===== config.mk =====
export PLATFORM = sky130hd
export DESIGN_NAME = pwp_ctrl
export DESIGN_NICKNAME = d
export VERILOG_FILES = /design/src/pwp_pkg.sv /design/src/pwp_guard.sv /design/src/pwp_ctrl.sv
export SDC_FILE = /design/constraint.sdc
export NUM_CORES = 1
export LEC_CHECK = 0
export BUFFER_PORTS_ARGS = -buffer_cell sky130_fd_sc_hd__buf_2
export CAP_MARGIN = 20
export CORE_ASPECT_RATIO = 1.5
export CORE_MARGIN = 2
export CORE_UTILIZATION = 50
export DETAILED_ROUTE_END_ITERATION = 10
export PLACE_DENSITY = 0.87
export SYNTH_ARGS = -nofsm -noshare
export SYNTH_HDL_FRONTEND = slang
export SYNTH_SLANG_ARGS = --single-unit

===== constraint.sdc =====
create_clock -name clk -period 4.4 [get_ports clk]
set_clock_uncertainty 0.05 [all_clocks]
set_input_delay 0.88 -clock clk [delete_from_list [all_inputs] [get_ports clk]]
set_output_delay 0.88 -clock clk [all_outputs]
set_load 0.02 [all_outputs]

===== src/pwp_pkg.sv =====
// Purpose: shared constants and types of the peripheral write-protect bank
// Assumes: 32-bit APB register bus, one protect bit per peripheral on the bridge
// Notes: protect_clear and protect_set are two views of one protection state
//
// Functional notes
// - a protect bit written with zero leaves that peripheral's protection unchanged
// - a one written to protect_clear unprotects the peripheral; it reads the protection state
// - protect_set sits at offset 0x04 and resets to 0x00800000
// - timer units 0..7 own bits 8..15 in ascending order, read/write
// - serial units 0..5 own bits 2..7 in ascending order, read/write
// - a one to protect_set protects; both views read the same state
// - a write to a protected peripheral is discarded and returns an error
// - protecting twice or unprotecting twice answers the bus with an error
package pwp_pkg;

    // register byte offsets
    localparam logic [11:0] PWP_OFF_CLEAR = 12'h000;
    localparam logic [11:0] PWP_OFF_SET = 12'h004;
    localparam logic [11:0] PWP_OFF_STATUS = 12'h008;
    localparam logic [11:0] PWP_OFF_MASK = 12'h00C;

    // protection state layout
    localparam logic [31:0] PWP_PROT_RESET = 32'h0080_0000;
    localparam int PWP_EVENT_BIT = 1;
    localparam int PWP_SERIAL_LSB = 2;
    localparam int PWP_SERIAL_CNT = 6;
    localparam int PWP_TIMER_LSB = 8;
    localparam int PWP_TIMER_CNT = 8;
    localparam int PWP_ANALOG_LSB = 16;
    localparam int PWP_ANALOG_CNT = 3;
    localparam int PWP_TOUCH_BIT = 19;
    localparam logic [31:0] PWP_PROT_WRITABLE = 32'h000F_FFFE;

    // interrupt status and mask layout
    localparam int PWP_EV_REFUSED = 0;
    localparam int PWP_EV_DOUBLE = 1;
    localparam logic [1:0] PWP_EV_RESET = 2'h0;
    localparam logic [31:0] PWP_ZERO_WORD = 32'h0000_0000;

    typedef enum logic [1:0] {
        PWP_ST_IDLE = 2'b01,
        PWP_ST_ACCESS = 2'b10
    } pwp_apb_state_t;

    // write aimed at a guarded peripheral
    typedef struct packed {
        logic [4:0] target;
        logic [31:0] data;
    } pwp_wreq_t;

    // expand byte strobes into a bit mask
    function automatic logic [31:0] pwp_lane_mask(input logic [3:0] strb);
        pwp_lane_mask = {{8{strb[3]}}, {8{strb[2]}}, {8{strb[1]}}, {8{strb[0]}}};
    endfunction

endpackage


===== src/pwp_guard.sv =====
// Purpose: refuses writes aimed at write-protected peripherals
// Assumes: one write request at most per cycle, target is the protect bit index
// Notes: answer appears one cycle after the request
`timescale 1ns/1ps
module pwp_guard (
    // clock and reset
    input wire logic clk,
    input wire logic reset_n,
    // request from the bridge
    input wire logic acc_valid,
    input wire pwp_pkg::pwp_wreq_t acc_req,
    input wire logic [31:0] prot_state,
    // forwarded write or refusal
    output logic fwd_valid_reg,
    output pwp_pkg::pwp_wreq_t fwd_req_reg,
    output logic acc_error_reg
);

    logic blocked;

    assign blocked = prot_state[acc_req.target];

    always_ff @(posedge clk or negedge reset_n) begin
        if (!reset_n) begin
            fwd_valid_reg <= 1'b0;
            acc_error_reg <= 1'b0;
        end else begin
            fwd_valid_reg <= acc_valid && !blocked;
            acc_error_reg <= acc_valid && blocked;
        end
    end

    // refused data never reaches the peripheral side
    always_ff @(posedge clk or negedge reset_n) begin
        if (!reset_n) begin
            fwd_req_reg <= '0;
        end else if (acc_valid && !blocked) begin
            fwd_req_reg <= acc_req;
        end
    end
endmodule


===== src/pwp_ctrl.sv =====
// Purpose: peripheral write-protect bank with APB register access
// Assumes: APB master holds the request until pready; one clock, async reset
// Notes: every access takes one wait-free access phase; errors use pslverr
//
// Our own choice: the APB register port.
`timescale 1ns/1ps
module pwp_ctrl (
    // clock and reset
    input wire logic clk,
    input wire logic reset_n,
    // apb slave
    input wire logic psel,
    input wire logic penable,
    input wire logic pwrite,
    input wire logic [11:0] paddr,
    input wire logic [31:0] pwdata,
    input wire logic [3:0] pstrb,
    output logic [31:0] prdata,
    output logic pready,
    output logic pslverr,
    // guarded peripheral writes
    input wire logic acc_valid,
    input wire pwp_pkg::pwp_wreq_t acc_req,
    output logic fwd_valid,
    output pwp_pkg::pwp_wreq_t fwd_req,
    output logic acc_error,
    // protection state and interrupt
    output logic [31:0] prot_state,
    output logic irq
);

    pwp_pkg::pwp_apb_state_t state_reg;
    logic [31:0] prot_reg;
    logic [1:0] status_reg;
    logic [1:0] mask_reg;
    logic [31:0] prdata_reg;
    logic pslverr_reg;
    logic irq_reg;
    logic pready_reg;
    logic [31:0] prdata_next;
    logic pslverr_next;
    logic setup_phase;
    logic wr_done;
    logic [31:0] wbits;
    logic hit_clear;
    logic hit_set;
    logic hit_status;
    logic hit_mask;
    logic double_err;
    logic guard_refused;
    logic [1:0] status_next;

    assign setup_phase = psel && !penable;
    assign wr_done = (state_reg == pwp_pkg::PWP_ST_ACCESS) && psel && penable && pwrite;
    assign wbits = pwdata & pwp_pkg::pwp_lane_mask(pstrb) & pwp_pkg::PWP_PROT_WRITABLE;

    always_comb begin
        hit_clear = 1'b0;
        hit_set = 1'b0;
        hit_status = 1'b0;
        hit_mask = 1'b0;
        if (paddr == pwp_pkg::PWP_OFF_CLEAR) begin
            hit_clear = 1'b1;
        end else if (paddr == pwp_pkg::PWP_OFF_SET) begin
            hit_set = 1'b1;
        end else if (paddr == pwp_pkg::PWP_OFF_STATUS) begin
            hit_status = 1'b1;
        end else if (paddr == pwp_pkg::PWP_OFF_MASK) begin
            hit_mask = 1'b1;
        end
    end

    assign double_err = pwrite && ((hit_set && ((wbits & prot_reg) != pwp_pkg::PWP_ZERO_WORD))
        || (hit_clear && ((wbits & ~prot_reg) != pwp_pkg::PWP_ZERO_WORD)));

    // answer prepared in the setup cycle, shown in the access cycle
    always_comb begin
        prdata_next = pwp_pkg::PWP_ZERO_WORD;
        pslverr_next = 1'b0;
        if (hit_clear || hit_set) begin
            prdata_next = prot_reg;
            pslverr_next = double_err;
        end else if (hit_status) begin
            prdata_next = {30'h0, status_reg};
        end else if (hit_mask) begin
            prdata_next = {30'h0, mask_reg};
        end else begin
            // unmapped offsets answer with an error
            pslverr_next = 1'b1;
        end
        if (pwrite) begin
            prdata_next = pwp_pkg::PWP_ZERO_WORD;
        end
    end

    always_ff @(posedge clk or negedge reset_n) begin
        if (!reset_n) begin
            state_reg <= pwp_pkg::PWP_ST_IDLE;
        end else begin
            case (state_reg)
                pwp_pkg::PWP_ST_IDLE: begin
                    if (setup_phase) begin
                        state_reg <= pwp_pkg::PWP_ST_ACCESS;
                    end
                end
                pwp_pkg::PWP_ST_ACCESS: begin
                    state_reg <= pwp_pkg::PWP_ST_IDLE;
                end
                default: begin
                    state_reg <= pwp_pkg::PWP_ST_IDLE;
                end
            endcase
        end
    end

    always_ff @(posedge clk or negedge reset_n) begin
        if (!reset_n) begin
            prdata_reg <= pwp_pkg::PWP_ZERO_WORD;
            pslverr_reg <= 1'b0;
            pready_reg <= 1'b0;
        end else if (state_reg == pwp_pkg::PWP_ST_IDLE && setup_phase) begin
            prdata_reg <= prdata_next;
            pslverr_reg <= pslverr_next;
            // ready from its own flop, not a state decode
            pready_reg <= 1'b1;
        end else begin
            prdata_reg <= pwp_pkg::PWP_ZERO_WORD;
            pslverr_reg <= 1'b0;
            pready_reg <= 1'b0;
        end
    end

    // protection state: writes take effect at the completing edge only
    always_ff @(posedge clk or negedge reset_n) begin
        if (!reset_n) begin
            prot_reg <= pwp_pkg::PWP_PROT_RESET;
        end else if (wr_done && hit_set) begin
            prot_reg <= prot_reg | wbits;
        end else if (wr_done && hit_clear) begin
            prot_reg <= prot_reg & ~wbits;
        end
    end

    always_ff @(posedge clk or negedge reset_n) begin
        if (!reset_n) begin
            mask_reg <= pwp_pkg::PWP_EV_RESET;
        end else if (wr_done && hit_mask && pstrb[0]) begin
            mask_reg <= pwdata[1:0];
        end
    end

    // sticky events: a new event beats a same-cycle clear
    always_comb begin
        status_next = status_reg;
        if (wr_done && hit_status && pstrb[0]) begin
            status_next = status_reg & ~pwdata[1:0];
        end
        if (guard_refused) begin
            status_next[pwp_pkg::PWP_EV_REFUSED] = 1'b1;
        end
        if (wr_done && double_err) begin
            status_next[pwp_pkg::PWP_EV_DOUBLE] = 1'b1;
        end
    end

    always_ff @(posedge clk or negedge reset_n) begin
        if (!reset_n) begin
            status_reg <= pwp_pkg::PWP_EV_RESET;
            irq_reg <= 1'b0;
        end else begin
            status_reg <= status_next;
            irq_reg <= |(status_next & mask_reg);
        end
    end

    pwp_guard u_guard (
        .clk(clk),
        .reset_n(reset_n),
        .acc_valid(acc_valid),
        .acc_req(acc_req),
        .prot_state(prot_reg),
        .fwd_valid_reg(fwd_valid),
        .fwd_req_reg(fwd_req),
        .acc_error_reg(guard_refused)
    );

    assign acc_error = guard_refused;
    assign prot_state = prot_reg;
    assign prdata = prdata_reg;
    assign pslverr = pslverr_reg;
    assign pready = pready_reg;
    assign irq = irq_reg;

    logic seen_write;

    always_ff @(posedge clk or negedge reset_n) begin
        if (!reset_n) begin
            seen_write <= 1'b0;
        end else if (wr_done) begin
            seen_write <= 1'b1;
        end
    end
endmodule


======== After elaboration in Yosys (flattened, before gate mapping) ========
Index checks and enable logic that the tools add are counted.
cells by class
  magnitude comparators ................... 1
  equal/unequal tests ..................... 6
  muxes and demuxes ....................... 29
  bitwise operators ....................... 10
  reduce and logical (&&, ||, !) cells .... 26
operators with widths
  cell                                                        number
  two-way mux 32 bit                                          5
  AND 20 x 32 -> 32 bit                                       2
  nonzero test 32 bit                                         2
  AND 32 bit                                                  1
  NOT 20 -> 32 bit                                            1
  NOT 32 bit                                                  1
  bitwise OR 32 x 20 -> 32 bit                                1
  == test 12 x 4 -> 1 bit, second input constant              2
  AND 20 bit                                                  1
  two-way mux 1 bit                                           18
  logical AND 1 bit                                           17
  == test 12 x 3 -> 1 bit, second input constant              1
  zero test 12 bit                                            1
  two-way mux 2 bit                                           5
  less-than comparator 5 x 6 -> 1 bit, second input constant  1
  binary-select mux 1 bit (select 5 bit)                      1
  AND 2 bit                                                   2
  == test 2 x 1 -> 1 bit, second input constant               1
  == test 2 bit, second input constant                        1
  zero test 1 bit                                             2
  logical OR 1 bit                                            2
  != test 2 bit, second input constant                        1
  NOT 2 bit                                                   1
  nonzero test 2 bit                                          1
  OR reduction 2 bit                                          1
word-level totals
  register bits ........................... 112
  bits of input ports ..................... 91
  output and inout bits ................... 106
  word-level logic and storage cells ...... 84

======== Longest topological paths before layout ========
Gate-level depths: netlist of run 1.
  depth after elaboration ................. 10
  depth in mapped cells ................... 8
  gate-level depth less buffers ........... 5

======== Modules after synthesis ========
Synthesis of run 1 repeated with hierarchy kept, for this count alone.
second synthesis, totals
  cells, all modules ...................... 341
  area total of the unflattened synthesis .. 4359.2 um^2
modules (own cells, without submodules)
  module     times used  cells an instance  area an instance (um^2)  seq. area each (um^2)
  pwp_ctrl   1           218                2414.8                   1227.4
  pwp_guard  1           123                1944.4                   975.9

======== Least setup slack after synthesis of run 1 ========
Ideal clock, no wire load.
  path type ............................... input port to flip-flop
  start point ............................. input port acc_req[33] (netlist name)
  end point ............................... register u_guard.fwd_req_reg[10] (netlist name)
  setup time .............................. 0.125 ns
  arrival ................................. 2.548 ns
  data required time ...................... 4.225 ns
  setup slack ............................. 1.677 ns
  cell stages on the path ................. 8
  path buffers ............................ 3
  cells stage by stage .................... buf_6 mux2i_1 mux4_2 o22a_1 and3_4 buf_12 buf_12 mux2_4
between the ends
  longest elaborated chain between the ends .. 4
ends and longest elaborated chain
  what                                     RTL line         source
  start: declaration                       pwp_ctrl.sv:23   input wire pwp_pkg::pwp_wreq_t acc_req,
  binary-select mux 1 bit (select 5 bit)   pwp_guard.sv:21  assign blocked = prot_state[acc_req.target];
  two-way mux 1 bit (not written as such)  pwp_guard.sv:21
  zero test 1 bit                          pwp_guard.sv:37  end else if (acc_valid && !blocked) begin
  logical AND 1 bit                        pwp_guard.sv:37
  end signal: assignment                   pwp_guard.sv:38  fwd_req_reg <= acc_req;
  end: declaration                         pwp_guard.sv:15  output pwp_pkg::pwp_wreq_t fwd_req_reg,
Every way passes these cells. The select of a mux whose other input is x is not followed.
A chain may end at the register's enable or synchronous reset.

======== Final worst setup path of run 1 ========
  start point ............................. input port acc_req[32] (netlist name)
  end point ............................... register u_guard.fwd_req_reg[7] (netlist name)
Same word-level chain as after synthesis.

==> summary.txt, run 1 <==
Htree depth: 3
Post-Syn Instances: 335
Fill cell count: 623
Crit Reg-Reg Endpoint: u_guard.fwd_req_reg[7]$_DFFE_PN0P_
Run status: finished, final reports clean
HP Start: u_guard.fwd_req_reg[22]$_DFFE_PN0P_
Number of flops mapped to enable cells by yosys: 0
Number of global-route vias before repair: 3,003
Die ar.: 9110 um^2
Max stage delay cell, worst path: and3_4
Commonest non-fill, non-tap cell in the layout: buf_2
# DRC: 0
Fin crit share: 64.8%
CP Cell Sequence: buf_2 > mux4_2 > mux2i_1 > o22a_1 > and3_4 > mux2_2
R2R setup slack: 1.86 ns
Commonest cells after routing, fill and taps aside: buf_2 (158), dfrtp_1 (87), mux2_4 (28), mux2_2 (28)
Clock network power share: 39.6%
# diodes: 0
Data arrival, critical path: 3.02 ns
Worst-path maximum fanout: 37
Asr flop ratio synth: 100%
Hold Crit Class: reg -> reg
Yosys cell types: 46
Antenna violations before repair: 0
Critical Path End: u_guard.fwd_req_reg[7]$_DFFE_PN0P_
Number of CTS-inserted buffers: 9
Final nets: 586
Cell internal pwr: 1.41 mW
FMAX: 351 MHz
Req. time, crit path: 4.57 ns
GRT Residual Overflow: 0
Detailed-route via count: 3,138
CTS tree: done
Worst Max-Slew Pin Slew: 0.816 ns
Clock latency on the worst-skew pair: 0.34 ns
Post-route worst setup slack: 1.55 ns
Clk slew on worst S/H paths: 0.06 ns
Combinational share of power: 14.4%
Sequential power share: 46.0%
Switching pwr: 489 uW
# port buffers: 159
Critical Path Start: acc_req[32]
Final WL: 9920 um
I/O pins: 197
Post-CTS setup repair buffer count: 0
Die span in y: 116 um
Setup total negative slack: 0 ns
Num rows: 40
Core area: 8060 um^2
Hpwl dp: 7420 um
Cts hold-fix bufs: 0
Sinks on Clock Net: 88
Post-synthesis sequential area ratio: 52.8%
Ys Warns: 0
Worst Setup End Kind: register
Crit-path max cell delay: 0.60 ns
Min Tclk post-route: 2.85 ns
Starting Density: 51.8%
Leak Pwr: 2.81 nW
Pwr/cell area: 364 nW/um^2
Count of final setup violators: 0
Final-report hold violation count: 0
Clock Path Buffers: 2
Max-slew violation count: 0
First-pass GRT wire length: 15,300 um
Startpoint Class: input port
Synth Flop Type: dfrtp_1
CTS root buffer: clkbuf_16
Via density per instance: 5.19
Maxcap violations: 0
Final Non-Filler Cells: 605
Pre-CTS WS: 1.16 ns
RSZ-0062 raised after global routing: false
CTS resizes: 0
Largest net degree at the start of global routing: 62
Area delta synth->final: 24.8%
WL/cell: 16.4 um
Setup Crit Path Kind: in -> reg
Synthesized area per cell: 12.5 um^2
Post-placement cell count: 589
Placer congestion estimate: 0.876
Share of layout cells above drive strength 1: 47.8%
Net Sw Frac: 25.8%
GRT Total Usage: 22.4%
Post-synthesis cell area: 4180 um^2
R2R depth: 5
#FFs+latches synth: 88
DRT Pass-1 Iters: 4
Die width: 78.6 um
Final antenna-violating net count: 0
Slew headroom: 45.2%
Starting DRT DRC Count: 120
Peak supply drop: 0.000192 V
-- worst min path at each step --
stage,endpoint,slack (ns),depth (start not counted)
after CTS,u_guard.fwd_req_reg[22]$_DFFE_PN0P_,0.46,1
after detailed placement,u_guard.fwd_req_reg[30]$_DFFE_PN0P_,0.44,1
after global placement,u_guard.fwd_req_reg[6]$_DFFE_PN0P_,0.43,1
final,u_guard.fwd_req_reg[22]$_DFFE_PN0P_,0.45,1
after floorplan,status_reg[1]$_DFF_PN0_,0.42,2
after global routing,u_guard.fwd_req_reg[14]$_DFFE_PN0P_,0.46,1
-- per-stage QoR --
stage               utilization, %  area [um^2]  total power, mW  hold slack, ns
finish                        64.6         5210             1.89           0.452
global placement              61.0         4910             1.15           0.433
detailed placement            61.0         4910             1.16           0.439
CTS                           64.6         5210             1.91           0.456
global route                  64.6         5210             1.98           0.462
floorplan                        -         4260             1.07           0.418
-- cell type report --
cell class	instances	area [um^2]	share of cell area, %
clock buffer	10	229	4.40
clock inverter	6	67.6	1.30
inverter	23	86.3	1.66
multi-input combinational	212	1680	32.2
sequential	88	2200	42.3
tap	105	131	2.52
timing repair buffer	161	813	15.6
-- layer usage --
layer,global-route usage [%],part of all wire [%]
met5,0,0
met3,5.69,7.9
met4,10.8,2.6
met2,39.0,52
met1,25.5,38
-- cells in the mapped netlist (2+ instances only) --
master    count  share of area, %
mux2_4       28                10
buf_12        4               1.9
inv_1        23               2.1
mux2i_1       7               1.7
conb_1        2              0.18
nor4_1        2              0.30
nor2_1        9              0.81
a22oi_1       6               1.1
mux2_2       28               7.6
nor3b_1       2              0.36
nand2_1      24               2.2
clkbuf_1      5              0.45
o22ai_1      12               1.8
o21ai_0       8              0.96
mux4_2        3               1.6
or3_1         2              0.30
nor3_1        5              0.60
dfrtp_1      87                52
a31oi_1       2              0.30
nand3_1       7              0.84
and2_1       18               2.7
nand4_1       3              0.45
buf_4        24               4.3
a222oi_1      2              0.48
-- power groups by stage --
stage               clock [mW]  combinational, mW  sequential (mW)
global placement             0              0.268            0.881
global route             0.810              0.295            0.874
detailed placement           0              0.273            0.885
finish                   0.750              0.273            0.870
floorplan                    0              0.133            0.933
CTS                      0.766              0.276            0.870
-- critical path: cells and delay by family --
kind | cells | cell delay (ns)
AOI/OAI and AO/OA | 1 | 0.16
buffers and inverters | 1 | 0.19
muxes | 3 | 1.17
and+or+nand+nor | 1 | 0.60
-- cells by family (layout without fill, tap and decap cells) --
logic type | count (synthesis) | after routing | share of synthesized area (%)
other | 2 | 24 | 0.180
multiplexers | 66 | 66 | 20.9
flip-flops | 88 | 88 | 52.8
AND/OR/NAND/NOR | 81 | 81 | 10.3
buffers and inverters | 57 | 200 | 9.02
AO/OA/AOI/OAI | 41 | 41 | 6.80
Power figures use the tool's default switching activity.
==> run 2: changes to the inputs <==
- CORE_UTILIZATION: 50 -> 42
- PLACE_DENSITY: 0.87 -> 0.78
- clock period: 4.4 -> 2.6 ns (I/O delays scaled with it)
==> run 2 against run 1 <==
Critical path depth up 1. Routed wire length up 0.52%. Setup slack worse by 1.2 ns. Combinational power up 71%. Cell area up 2.2%. Core utilization down 9.7 points. Critical endpoint is now u_guard.fwd_req_reg[8]$_DFFE_PN0P_. Highest routed layer unchanged.
==> summary.txt, run 2 (synthesis results as in run 1) <==
Run status: finished, final reports clean
Crit path depth: 7 (+1)
Setup Crit Path Kind: reg -> reg
Die ar.: 10,800 um^2 (+18%)
Starting Density: 43.1% (-8.7 points)
Count of final setup violators: 0 (unchanged)
Pre-CTS WS: 0.0604 ns (-1.10 ns)
Commonest cells after routing, fill and taps aside: buf_2 (158), dfrtp_1 (87), mux2_4 (28), mux2_2 (28)
Clock Path Buffers: 2 (unchanged)
# diodes: 0 (unchanged)
GRT Total Usage: 18.7% (-3.6 points)
# DRC: 0 (unchanged)
Peak supply drop: 0.000504 V (+160%)
R2R setup slack: 0.32 ns (-1.54 ns)
Hold Crit Class: in -> async
Final nets: 597 (+1.9%)
Clock latency on the worst-skew pair: 0.34 ns (about the same)
Maxcap violations: 0 (unchanged)
Area delta synth->final: 27.5%
FMAX: 439 MHz
Number of global-route vias before repair: 3,212 (+7.0%)
CTS root buffer: clkbuf_16
Commonest non-fill, non-tap cell in the layout: buf_2
CP Cell Sequence: mux4_2 > mux2i_1 > buf_4 > o22a_1 > and3_4 > buf_12 > mux2_2
Min Tclk post-route: 2.28 ns
Die width: 85.4 um (+8.7%)
Core area: 9690 um^2 (+20%)
Max stage delay cell, worst path: mux4_2
Starting DRT DRC Count: 108 (-10%)
# port buffers: 159 (unchanged)
Hpwl dp: 7560 um (+1.8%)
Detailed-route via count: 3,192 (+1.7%)
Share of layout cells above drive strength 1: 49.1% (+1.3 points)
Placed inst area: 5020 um^2 (+2.2%)
Htree depth: 3 (unchanged)
Final-report hold violation count: 0 (unchanged)
Design Power: 3.25 mW (+72%)
Data arrival, critical path: 2.45 ns (-0.57 ns)
WL/cell: 15.9 um (-2.8%)
Antenna violations before repair: 0 (unchanged)
Largest net degree at the start of global routing: 67 (+8.1%)
R2R depth: 7 (+2)
Crit Reg-Reg Endpoint: u_guard.fwd_req_reg[8]$_DFFE_PN0P_
Die span in y: 126 um (+8.8%)
Startpoint Class: register
Slew headroom: 45.9% (+0.72 points)
Post-CTS setup repair buffer count: 0 (unchanged)
Cell area after layout: 5320 um^2 (+2.2%)
Cts hold-fix bufs: 0 (unchanged)
CTS resizes: 0 (unchanged)
RSZ-0062 raised after global routing: false
CTS tree: done
I/O pins: 197 (unchanged)
GRT Residual Overflow: 0 (unchanged)
Placer congestion estimate: 0.828 (-5.5%)
Final antenna-violating net count: 0 (unchanged)
Critical Path End: u_guard.fwd_req_reg[8]$_DFFE_PN0P_
Via density per instance: 5.10 (-1.7%)
Number of CTS-inserted buffers: 9 (unchanged)
Clk slew on worst S/H paths: 0.07 ns (about the same)
Req. time, crit path: 2.77 ns (-1.80 ns)
Fin util: 54.9% (-9.7 points)
Pwr/cell area: 610 nW/um^2 (+68%)
CP delay by family, top: multiplexers
First-pass GRT wire length: 15,900 um (+3.6%)
Leak Pwr: 2.88 nW (+2.3%)
Num rows: 44 (+10%)
Fin crit share: 87.5%
Crit-path max cell delay: 0.48 ns (-0.12 ns)
Max-slew violation count: 0 (unchanged)
Setup total negative slack: 0 ns (unchanged)
Worst Setup End Kind: register
CP bufs+invs: 2 (+1)
DRT Pass-1 Iters: 4 (unchanged)
Sinks on Clock Net: 88 (unchanged)
Worst-path maximum fanout: 20 (-46%)
Worst Max-Slew Pin Slew: 0.812 ns (-0.00447 ns)
Final WL: 9970 um (+0.52%)
Post-route worst setup slack: 0.324 ns (-1.23 ns)
-- run 2: cell types whose count changed in the layout (fill, tap and decap cells not counted), sizes merged --
cell,before,now
clkinv,1,2
buf,161,172
clkbuf,10,9
-- run 2: how the worst min path moves through the flow --
stage                                        startpoint                                  end
floorplan                                       reset_n           asynchronous set/reset pin
global placement     u_guard.fwd_req_reg[6]$_DFFE_PN0P_   u_guard.fwd_req_reg[6]$_DFFE_PN0P_
detailed placement  u_guard.fwd_req_reg[13]$_DFFE_PN0P_  u_guard.fwd_req_reg[13]$_DFFE_PN0P_
CTS                                             reset_n   u_guard.fwd_req_reg[0]$_DFFE_PN0P_
global route                                    reset_n  u_guard.fwd_req_reg[26]$_DFFE_PN0P_
finish                                          reset_n  u_guard.fwd_req_reg[26]$_DFFE_PN0P_
-- run 2: worst reg2reg max path, cell delays in order (launching register included) --
cell	delay [ns]
dfrtp_1	0.45
mux4_2	0.48
mux2i_1	0.16
buf_4	0.15
o22a_1	0.12
and3_4	0.21
buf_12	0.18
mux2_2	0.37
-- run 2: where the power goes --
part / internal (mW) / switching, mW
sequential: 1.44 / 0.0348
combinational: 0.199 / 0.269
clock: 0.754 / 0.556
total: 2.39 / 0.859
-- run 2: layout make-up --
cell class	count	area, um^2
fill	804	4370
sequential	88	2200
multi-input combinational	212	1680
timing repair buffer	172	908
clock buffer	9	225
tap	115	144
inverter	23	86.3
clock inverter	7	78.8
-- run 2: metal layers --
metal / vias to the layer above / GRT usage [%] / wire length (um)
met5: - / 0 / 0
met2: 176 / 31.7 / 5000
li1: 1468 / - / -
met1: 1527 / 21.9 / 3850
met4: 0 / 7.94 / 290
met3: 21 / 5.44 / 837
-- run 2: metrics by stage --
stage / hold slack, ns / cells
2_1_floorplan: 0.174 / 357
3_3_place_gp: 0.434 / 610
3_5_place_dp: 0.439 / 610
4_1_cts: 0.250 / 626
5_1_grt: 0.296 / 626
6_report: 0.229 / 626
